`config.mk`:
```
export PLATFORM = sky130hd
export DESIGN_NAME = boundary_tap
export DESIGN_NICKNAME = d
export VERILOG_FILES = /design/src/design/tap_fsm.v /design/src/design/boundary_tap.v
export VERILOG_INCLUDE_DIRS = /design/src /design/src/design
export SDC_FILE = /design/constraint.sdc
export NUM_CORES = 1
export LEC_CHECK = 0
export ABC_AREA = 1
export BUFFER_PORTS_ARGS = -buffer_cell sky130_fd_sc_hd__buf_4
export CAP_MARGIN = 5
export CORE_ASPECT_RATIO = 1.1
export CORE_MARGIN = 3
export CORE_UTILIZATION = 30
export CTS_BUF_LIST = sky130_fd_sc_hd__clkbuf_16
export DETAILED_ROUTE_END_ITERATION = 7
export PLACE_DENSITY = 0.52
export SYNTH_ARGS = -nofsm -noshare
export SYNTH_HDL_FRONTEND = slang
export SYNTH_SLANG_ARGS = --single-unit
```
`constraint.sdc`:
```
create_clock -name clk -period 2.9 [get_ports clk]
set_clock_uncertainty 0.1 [all_clocks]
set_input_delay 0.29 -clock clk [delete_from_list [all_inputs] [get_ports clk]]
set_output_delay 0.29 -clock clk [all_outputs]
set_load 0.02 [all_outputs]
```
`src/design/tap_map.vh`:
```
`ifndef TAP_MAP_VH
`define TAP_MAP_VH

// Scan register sizes
`define IR_W         8
`define ID_W         32
`define BSR_W        113

// Instruction codes
`define OP_EXTEST    8'h00
`define OP_IDCODE    8'h21
`define OP_SAMPLE    8'h05
`define OP_CLAMP     8'h07
`define OP_HIGHZ     8'h03
`define OP_BYPASS    8'hFF

// Pattern loaded into the instruction shifter at capture
`define IR_CAPTURE   8'h01
// Value captured by the bypass cell
`define BYP_CAPTURE  1'b0

// Bit positions of the one-hot controller state
`define ST_TLR       0
`define ST_RTI       1
`define ST_SELDR     2
`define ST_CAPDR     3
`define ST_SHDR      4
`define ST_EX1DR     5
`define ST_PDR       6
`define ST_EX2DR     7
`define ST_UPDR      8
`define ST_SELIR     9
`define ST_CAPIR     10
`define ST_SHIR      11
`define ST_EX1IR     12
`define ST_PIR       13
`define ST_EX2IR     14
`define ST_UPIR      15
`define ST_W         16

`endif

```
`src/design/tap_fsm.v`:
```
`timescale 1ns/100ps
`default_nettype none
`include "tap_map.vh"

module tap_fsm
(
   input  wire              clk,
   input  wire              resetn,
   input  wire              clk_en,
   input  wire              tck_rise,
   input  wire              tms,
   output reg  [`ST_W-1:0]  state_r
);

   localparam [15:0] S_TLR   = 16'h0001;
   localparam [15:0] S_RTI   = 16'h0002;
   localparam [15:0] S_SELDR = 16'h0004;
   localparam [15:0] S_CAPDR = 16'h0008;
   localparam [15:0] S_SHDR  = 16'h0010;
   localparam [15:0] S_EX1DR = 16'h0020;
   localparam [15:0] S_PDR   = 16'h0040;
   localparam [15:0] S_EX2DR = 16'h0080;
   localparam [15:0] S_UPDR  = 16'h0100;
   localparam [15:0] S_SELIR = 16'h0200;
   localparam [15:0] S_CAPIR = 16'h0400;
   localparam [15:0] S_SHIR  = 16'h0800;
   localparam [15:0] S_EX1IR = 16'h1000;
   localparam [15:0] S_PIR   = 16'h2000;
   localparam [15:0] S_EX2IR = 16'h4000;
   localparam [15:0] S_UPIR  = 16'h8000;

   reg [15:0] state_nxt;

   // Sixteen-state walk steered by TMS
   always @*
   begin
      case (state_r)
         S_TLR:   state_nxt = tms ? S_TLR   : S_RTI;   // see RULE13
         S_RTI:   state_nxt = tms ? S_SELDR : S_RTI;
         S_SELDR: state_nxt = tms ? S_SELIR : S_CAPDR;
         S_CAPDR: state_nxt = tms ? S_EX1DR : S_SHDR;
         S_SHDR:  state_nxt = tms ? S_EX1DR : S_SHDR;
         S_EX1DR: state_nxt = tms ? S_UPDR  : S_PDR;
         S_PDR:   state_nxt = tms ? S_EX2DR : S_PDR;
         S_EX2DR: state_nxt = tms ? S_UPDR  : S_SHDR;
         S_UPDR:  state_nxt = tms ? S_SELDR : S_RTI;
         S_SELIR: state_nxt = tms ? S_TLR   : S_CAPIR;
         S_CAPIR: state_nxt = tms ? S_EX1IR : S_SHIR;
         S_SHIR:  state_nxt = tms ? S_EX1IR : S_SHIR;
         S_EX1IR: state_nxt = tms ? S_UPIR  : S_PIR;
         S_PIR:   state_nxt = tms ? S_EX2IR : S_PIR;
         S_EX2IR: state_nxt = tms ? S_UPIR  : S_SHIR;
         S_UPIR:  state_nxt = tms ? S_SELDR : S_RTI;
         default: state_nxt = S_TLR;
      endcase
   end

   // Advance on each rising test clock
   always @(posedge clk or negedge resetn)
   begin
      if (!resetn)
         state_r <= S_TLR;
      else if (clk_en && tck_rise)
         state_r <= state_nxt;   // see RULE13
   end

endmodule // tap_fsm

`default_nettype wire

```
`src/design/boundary_tap.v`:
```
`timescale 1ns/100ps
`default_nettype none
`include "tap_map.vh"

// Function
// RULE1: EXTEST captures ring, scans chain, drives pins
// RULE2: Code 21 loads and scans 32-bit ID
// RULE3: SAMPLE/PRELOAD captures ring, scans chain, pins untouched
// RULE4: CLAMP scans bypass, pins driven from cells
// RULE5: HIGH-Z scans bypass, all outputs released
// RULE6: BYPASS places one-bit register in path
// RULE7: ID, sample, bypass leave pins functional
// RULE8: Boundary chain holds 113 cells in order
// RULE9: Instruction capture loads 01 into LSBs
// RULE10: Reset and Test-Logic-Reset select ID instruction
// RULE11: Controller loads only the six defined codes; code loads any value, undefined ones act as BYPASS
// RULE12: Top cell nearest TDI, cell one nearest TDO
// RULE13: Standard state walk, sample rising, drive falling
// RULE14: Bidirectional balls use input and drive cells
module boundary_tap
#(
   parameter [3:0]  ID_REVISION = 4'h0,      // Arbitrary value
   parameter [15:0] ID_PART     = 16'h0000,  // Arbitrary value
   parameter [10:0] ID_MAKER    = 11'h000    // Arbitrary value
)
(
   input  wire              clk,
   input  wire              resetn,
   input  wire              clk_en,
   input  wire              tck,
   input  wire              tms,
   input  wire              tdi,
   output reg               tdo_r,
   output reg               tdo_oe_r,
   input  wire [`BSR_W-1:0] ring_in,
   input  wire [`BSR_W-1:0] core_out,
   input  wire [`BSR_W-1:0] core_oe,
   output reg  [`BSR_W-1:0] pad_out_r,
   output reg  [`BSR_W-1:0] pad_oe_r
);

   ////////////////////////////////////////////////////////////////////////
   // Helper functions

   // Cell number (1..113) that drives the pad of a bidirectional pair
   function drive_cell;
      input integer n;
      begin
         if (n >= 10 && n <= 27 && !(n >= 18 && n <= 19))
            drive_cell = (n % 2) == 1;
         else if ((n >= 29 && n <= 48) || (n >= 67 && n <= 74) ||
                  (n >= 77 && n <= 104))
            drive_cell = (n % 2) == 0;
         else
            drive_cell = 1'b0;
      end
   endfunction

   // Chain placed between TDI and TDO: 0 bypass, 1 ID, 2 boundary
   function [1:0] dr_sel;
      input [`IR_W-1:0] op;
      begin
         case (op)
            `OP_EXTEST: dr_sel = 2'h2;   // see RULE1
            `OP_SAMPLE: dr_sel = 2'h2;   // see RULE3
            `OP_IDCODE: dr_sel = 2'h1;   // see RULE2
            default:    dr_sel = 2'h0;   // see RULE4, RULE5, RULE6, RULE11
         endcase
      end
   endfunction

   ////////////////////////////////////////////////////////////////////////
   // Pin synchronisers

   reg              tck_s1_r;
   reg              tck_s2_r;
   reg              tck_s3_r;
   reg              tms_s1_r;
   reg              tms_s2_r;
   reg              tdi_s1_r;
   reg              tdi_s2_r;
   reg [`BSR_W-1:0] ring_s1_r;
   reg [`BSR_W-1:0] ring_s2_r;

   // Two stages before any use
   always @(posedge clk or negedge resetn)
   begin
      if (!resetn)
      begin
         tck_s1_r  <= 1'b0;
         tck_s2_r  <= 1'b0;
         tck_s3_r  <= 1'b0;
         tms_s1_r  <= 1'b1;
         tms_s2_r  <= 1'b1;
         tdi_s1_r  <= 1'b1;
         tdi_s2_r  <= 1'b1;
         ring_s1_r <= {`BSR_W{1'b0}};
         ring_s2_r <= {`BSR_W{1'b0}};
      end
      else if (clk_en)
      begin
         tck_s1_r  <= tck;
         tck_s2_r  <= tck_s1_r;
         tck_s3_r  <= tck_s2_r;
         tms_s1_r  <= tms;
         tms_s2_r  <= tms_s1_r;
         tdi_s1_r  <= tdi;
         tdi_s2_r  <= tdi_s1_r;
         ring_s1_r <= ring_in;
         ring_s2_r <= ring_s1_r;
      end
   end

   wire tck_rise = tck_s2_r & ~tck_s3_r;
   wire tck_fall = ~tck_s2_r & tck_s3_r;

   ////////////////////////////////////////////////////////////////////////
   // Controller

   wire [`ST_W-1:0] st;

   tap_fsm u_fsm
   (
      .clk      (clk),
      .resetn   (resetn),
      .clk_en   (clk_en),
      .tck_rise (tck_rise),
      .tms      (tms_s2_r),
      .state_r  (st)
   );

   ////////////////////////////////////////////////////////////////////////
   // Instruction register

   reg [`IR_W-1:0] ir_sh_r;
   reg [`IR_W-1:0] ir_r;

   // Capture, shift and update of the instruction
   always @(posedge clk or negedge resetn)
   begin
      if (!resetn)
      begin
         ir_sh_r <= `IR_CAPTURE;
         ir_r    <= `OP_IDCODE;               // see RULE10
      end
      else if (clk_en)
      begin
         if (st[`ST_TLR])
            ir_r <= `OP_IDCODE;               // see RULE10
         else if (tck_fall && st[`ST_UPIR])
            ir_r <= ir_sh_r;
         if (tck_rise && st[`ST_CAPIR])
            ir_sh_r <= `IR_CAPTURE;           // see RULE9
         else if (tck_rise && st[`ST_SHIR])
            ir_sh_r <= {tdi_s2_r, ir_sh_r[`IR_W-1:1]};
      end
   end

   ////////////////////////////////////////////////////////////////////////
   // Data registers

   reg              byp_r;
   reg [`ID_W-1:0]  id_r;
   reg [`BSR_W-1:0] bsr_r;
   reg [`BSR_W-1:0] bsr_upd_r;

   wire [1:0] sel = dr_sel(ir_r);
   wire cap_dr = tck_rise & st[`ST_CAPDR];
   wire sh_dr  = tck_rise & st[`ST_SHDR];

   // Bypass cell
   always @(posedge clk or negedge resetn)
   begin
      if (!resetn)
         byp_r <= `BYP_CAPTURE;
      else if (clk_en && sel == 2'h0)
      begin
         if (cap_dr)
            byp_r <= `BYP_CAPTURE;
         else if (sh_dr)
            byp_r <= tdi_s2_r;                // see RULE6
      end
   end

   // Identification shifter
   always @(posedge clk or negedge resetn)
   begin
      if (!resetn)
         id_r <= {`ID_W{1'b0}};
      else if (clk_en && sel == 2'h1)
      begin
         if (cap_dr)
            id_r <= {ID_REVISION, ID_PART, ID_MAKER, 1'b1};   // see RULE2
         else if (sh_dr)
            id_r <= {tdi_s2_r, id_r[`ID_W-1:1]};
      end
   end

   // Boundary chain: cell n sits at bit n-1, TDI enters at the top
   always @(posedge clk or negedge resetn)
   begin
      if (!resetn)
      begin
         bsr_r     <= {`BSR_W{1'b0}};
         bsr_upd_r <= {`BSR_W{1'b0}};
      end
      else if (clk_en && sel == 2'h2)
      begin
         if (cap_dr)
            bsr_r <= ring_s2_r;                // see RULE1, RULE3
         else if (sh_dr)
            bsr_r <= {tdi_s2_r, bsr_r[`BSR_W-1:1]};   // see RULE8, RULE12
         if (tck_fall && st[`ST_UPDR])
            bsr_upd_r <= bsr_r;
      end
   end

   ////////////////////////////////////////////////////////////////////////
   // Serial output, changed on falling test clock

   reg tdo_nxt;

   // Least significant bit of the selected path
   always @*
   begin
      if (st[`ST_SHIR])
         tdo_nxt = ir_sh_r[0];
      else if (sel == 2'h2)
         tdo_nxt = bsr_r[0];                   // see RULE12
      else if (sel == 2'h1)
         tdo_nxt = id_r[0];
      else
         tdo_nxt = byp_r;
   end

   always @(posedge clk or negedge resetn)
   begin
      if (!resetn)
      begin
         tdo_r    <= 1'b0;
         tdo_oe_r <= 1'b0;
      end
      else if (clk_en && tck_fall)
      begin
         tdo_r    <= tdo_nxt;                  // see RULE13
         tdo_oe_r <= st[`ST_SHIR] | st[`ST_SHDR];
      end
   end

   ////////////////////////////////////////////////////////////////////////
   // Pad control

   reg [`BSR_W-1:0] pad_out_nxt;
   reg [`BSR_W-1:0] pad_oe_nxt;
   integer          k;
   // Pick functional, scan-driven or released pads
   always @*
   begin
      k           = 0;
      pad_out_nxt = core_out;                  // see RULE7
      pad_oe_nxt  = core_oe;
      if (ir_r == `OP_EXTEST || ir_r == `OP_CLAMP)
      begin
         for (k = 0; k < `BSR_W; k = k + 1)
         begin
            pad_out_nxt[k] = bsr_upd_r[k];     // see RULE1, RULE4
            // Drive cell of a pair is enabled, its input cell released
            if (drive_cell(k + 1))
               pad_oe_nxt[k] = 1'b1;           // see RULE14
            else if (k + 1 < `BSR_W && drive_cell(k + 2))
               pad_oe_nxt[k] = 1'b0;           // see RULE14
            else
               pad_oe_nxt[k] = 1'b1;
         end
      end
      else if (ir_r == `OP_HIGHZ)
      begin
         pad_oe_nxt = {`BSR_W{1'b0}};          // see RULE5
      end
   end

   always @(posedge clk or negedge resetn)
   begin
      if (!resetn)
      begin
         pad_out_r <= {`BSR_W{1'b0}};
         pad_oe_r  <= {`BSR_W{1'b0}};
      end
      else if (clk_en)
      begin
         pad_out_r <= pad_out_nxt;
         pad_oe_r  <= pad_oe_nxt;
      end
   end

endmodule // boundary_tap

`default_nettype wire

```
==> summary.md <==
The switching power share of the total was 26.7%; the post-synthesis cell type count was 29. The floorplan step defined a die boundary enclosing 106000 sq um. The signal on the critical path passes through inv_2 > nand2_1 > nor2_4 > nand4_1 > nand2_8 > inv_4 > buf_12 > nand2_1 > a21oi_1 > dlygate4sd3_1. Deepest level of the CTS H-tree: 3.

The clock period could shrink to 2680 ps. For the highest clock frequency the design can meet, the log shows 373 MHz. The average instance in the mapped netlist occupies 8.73 sq um.

The type of destination of the critical path was a register. After detailed routing, the average wire length per cell comes to 15.8 microns. The filler cells instantiated in the layout total 9919. Summed over all failing endpoints, the final setup total negative slack is 0 ps. The tools report the net switching component of the power as 6.81 mW.

Number of instances in the synthesized netlist: 3502. From synthesis to final layout, the design area changed by 40.2%. STA puts the critical path data arrival time at 3150 ps. In the layout the commonest cells are sky130_fd_sc_hd__nand2_1, sky130_fd_sc_hd__dfrtp_1, sky130_fd_sc_hd__buf_4, sky130_fd_sc_hd__dlygate4sd3_1, sky130_fd_sc_hd__a21oi_1. Once layout is complete, the utilization of the core stands at 42.5%. The worst path uses 92.5% of the clock period.

The via count of the first global-routing pass is 26500. Setup violations remaining at the end of the flow were counted as 0. Counting the buffers created by CTS gives 87. The first global-routing pass estimated 147 mm of wire. In the final layout, the share of cells above drive strength 1 is 17.4%. Once detail routing completed, the nets flagged for antenna violations numbered 0. The mapped netlist covers 30600 sq um. The remaining global-route overflow is 0, and the register bit count reported by yosys is 752. After synthesis, the share of flip-flops with an asynchronous set or reset is 100%.

By area the synthesized netlist is led by sky130_fd_sc_hd__dfrtp_1, sky130_fd_sc_hd__nand2_1, sky130_fd_sc_hd__a21oi_1. Summing all multi-input logic gate instances after layout gives 9880 sq um. The initial utilization of the core area, before any placement, comes to 30.3%.

The ratio of routed vias to standard cells is 4.48, and the number of top-level pins is 573. For the total vias in the final route, the log shows 26100. Per report_power, the clock group accounts for 40.8% of the total.

The initial antenna violation count was 12; the buffering stage count on the worst path with inverters included was 4. The power density relative to cell area works out to 595 nW/um^2. Cell internal power dissipation: 18.7 mW. Headroom to the max-slew limit came out at 29.9%.

During synthesis, Yosys emitted a total of 0 warnings. The root buffer cell chosen for the clock tree is sky130_fd_sc_hd__clkbuf_16. The floorplan step set the die width to 310 microns.

Counting every sink on the clock net gives 752. In this run, synthesis inferred 0 flip-flops with an integrated enable. The pre-antenna-repair detailed-routing pass consisted of 5 iterations. The startpoint type of the worst setup path was a register. After floorplanning, the core was sized to cover 101000 sq um.

The area share of the largest cell type after synthesis is 60.9%. After the first detailed-routing iteration, the DRC count stood at 1633. The number of hold-slack violations in the final timing report is 0.

TritonCTS built the clock tree. The tools report the sequential share of power as 45.7%. The synthesized design spends more area on one cell type than any other, namely sky130_fd_sc_hd__dfrtp_1. The maximum fanout count along the critical path is 113. Global routing used 17.2% of the available tracks across all layers. At the end of routability-driven placement, the weighted congestion stood at 0.805. The run finished with clean final reports. The run gives 3847 as the number of nets produced by synthesis. The number of core rows was 122. The largest individual stage delay along the critical path comes from the cell sky130_fd_sc_hd__dlygate4sd3_1. The min-delay analysis places its worst path in the category input port to asynchronous set/reset pin.

The most frequent standard cell in the layout excluding fill and tap cells is sky130_fd_sc_hd__nand2_1. The measured slew at the worst slew-check pin is 1050 ps, and the number of standard cells in the final layout excluding fillers is 5820. Entering global routing, the biggest net connects 258 pins. The clock latency at the later pin of the worst-skew pair was 640 ps. The final layout contains 4719 nets.

The clock transition at the register clock pins on the worst setup and hold paths after CTS came out at 60 ps. Sequential elements use 61.6% of the synthesized area. After detailed placement, the design holds a cell count of 5275. The tools report the wire length after detailed routing as 92.0 mm. Max-cap violations in this run came to 0. Grouping stages by cell kind, the critical path spends the most delay in buffers and inverters. The internal reg-to-reg setup slack is 220 ps, and the data required time of the worst path is 3360 ps. The total of buffers placed on input and output ports came out at 572.

For this run, the slowest stage of the critical path takes 570 ps. The startpoint-to-endpoint class of the critical path was register to register. The leading register cell type out of synthesis was sky130_fd_sc_hd__dfrtp_1. Among the stages of the critical path, the cell type that occurs most often is sky130_fd_sc_hd__nand2_1. Area taken by flip-flops and latches: 18800 sq um. The longest clock path from root to sink contains 3 buffers.

For the number of remaining DRC errors, the log shows 0. Setup repair after global routing left no endpoint under its margin. The height of the die was 341 microns. The logs give 0.381 mV for the largest voltage drop on the vdd net and 59.0 mm for the half-perimeter wire length after detailed placement. The max-slew violation count was 0; the combinational share of power was 13.5%. For the leakage dissipation, the log shows 21.1 nW.
[power groups by stage]
stage                     logic [mW]  clock network (mW)  registers [mW]
after detailed placement        3.03                   0            11.8
after CTS                       3.48                10.8            11.7
after global routing            3.81                11.2            11.8
after global placement          3.01                   0            11.8
after floorplan                 1.10                   0            12.1
final                           3.43                10.4            11.7
[cells by family after synthesis]
family,after synthesis,share of synthesized area (%)
simple gates,1448,18.4
buf+inv,469,6.30
compound gates,833,13.8
flops,752,61.6
[cells in the mapped netlist (10+ instances only)]
master	instances
sky130_fd_sc_hd__nand3_1	91
sky130_fd_sc_hd__clkbuf_1	125
sky130_fd_sc_hd__inv_1	238
sky130_fd_sc_hd__o21ai_0	281
sky130_fd_sc_hd__dfrtp_1	744
sky130_fd_sc_hd__o21ai_1	223
sky130_fd_sc_hd__inv_2	10
sky130_fd_sc_hd__nor3_1	10
sky130_fd_sc_hd__buf_2	67
sky130_fd_sc_hd__nor2_1	219
sky130_fd_sc_hd__o22ai_1	15
sky130_fd_sc_hd__buf_4	18
sky130_fd_sc_hd__a21oi_1	307
sky130_fd_sc_hd__nand2_1	1117
[sequential cells by signal, summed over array words and instances, names as in the netlist]
name and flops:
bsr_r 113, tdo_oe_r 1, ring_s1_r 113, byp_r 1, ir_r 8, ir_sh_r 8
u_fsm.state_r 16, bsr_upd_r 113, tck_s1_r 1, tck_s3_r 1, tdi_s1_r 1, tms_s2_r 1
tms_s1_r 1, tck_s2_r 1, tdi_s2_r 1, ring_s2_r 113, pad_out_r 113, tdo_r 1
id_r 32, pad_oe_r 113
[through the flow]
stage / setup WS (ps) / total power, mW / cell area (sq um) / hold WS [ps]
2_1_floorplan: 1200 / 13.2 / 30600 / -106
3_3_place_gp: 595 / 14.8 / 36400 / 174
3_5_place_dp: 564 / 14.9 / 36400 / 179
4_1_cts: 142 / 25.9 / 42800 / 52.3
5_1_grt: 67.7 / 26.8 / 42900 / 88.1
6_report: 218 / 25.5 / 42900 / 88.4
[final cells by class]
cell class	instances	share of cell area, %
flip-flops and latches	752	43.9
multi-input cells	2281	23.0
repair buffers	1004	20.5
well taps	1364	3.98
diodes	10	0.0584
inverters	248	2.21
clock buffers	89	5.19
clock inverters	72	1.11
[routing by layer]
metal | track usage (%) | up-vias | share of wire [%]
met1 | 22.7 | 12300 | 45
met3 | 3.78 | 175 | 5.7
met4 | 6.71 | 4 | 3.6
li1 | - | 13000 | -
met5 | 0 | - | 0.029
met2 | 27.5 | 633 | 46
[what timing repair did]
action / CTS / global route
hold endpoints to repair: 478 / 0
buffers inserted: 0 / 0
endpoints found under the setup margin: 0 / 2
hold buffers: 374 / 0
gates resized for setup: 0 / 1
[path summary, 6_finish.rpt]
path / to / cells past startpoint / from
worst max-delay path: pad_out_r[102] / 10 / ir_r[5]
worst min-delay path: ring_s2_r[31] / 2 / resetn
worst max register to register: pad_out_r[102] / 10 / ir_r[5]
worst min register to register: tms_s1_r / 2 / tms_s1_r
max in group asynchronous: tms_s2_r / 4 / resetn
min in group clk: ring_s1_r[28] / 4 / ring_in[28]
(Power assumes the default switching activity.)
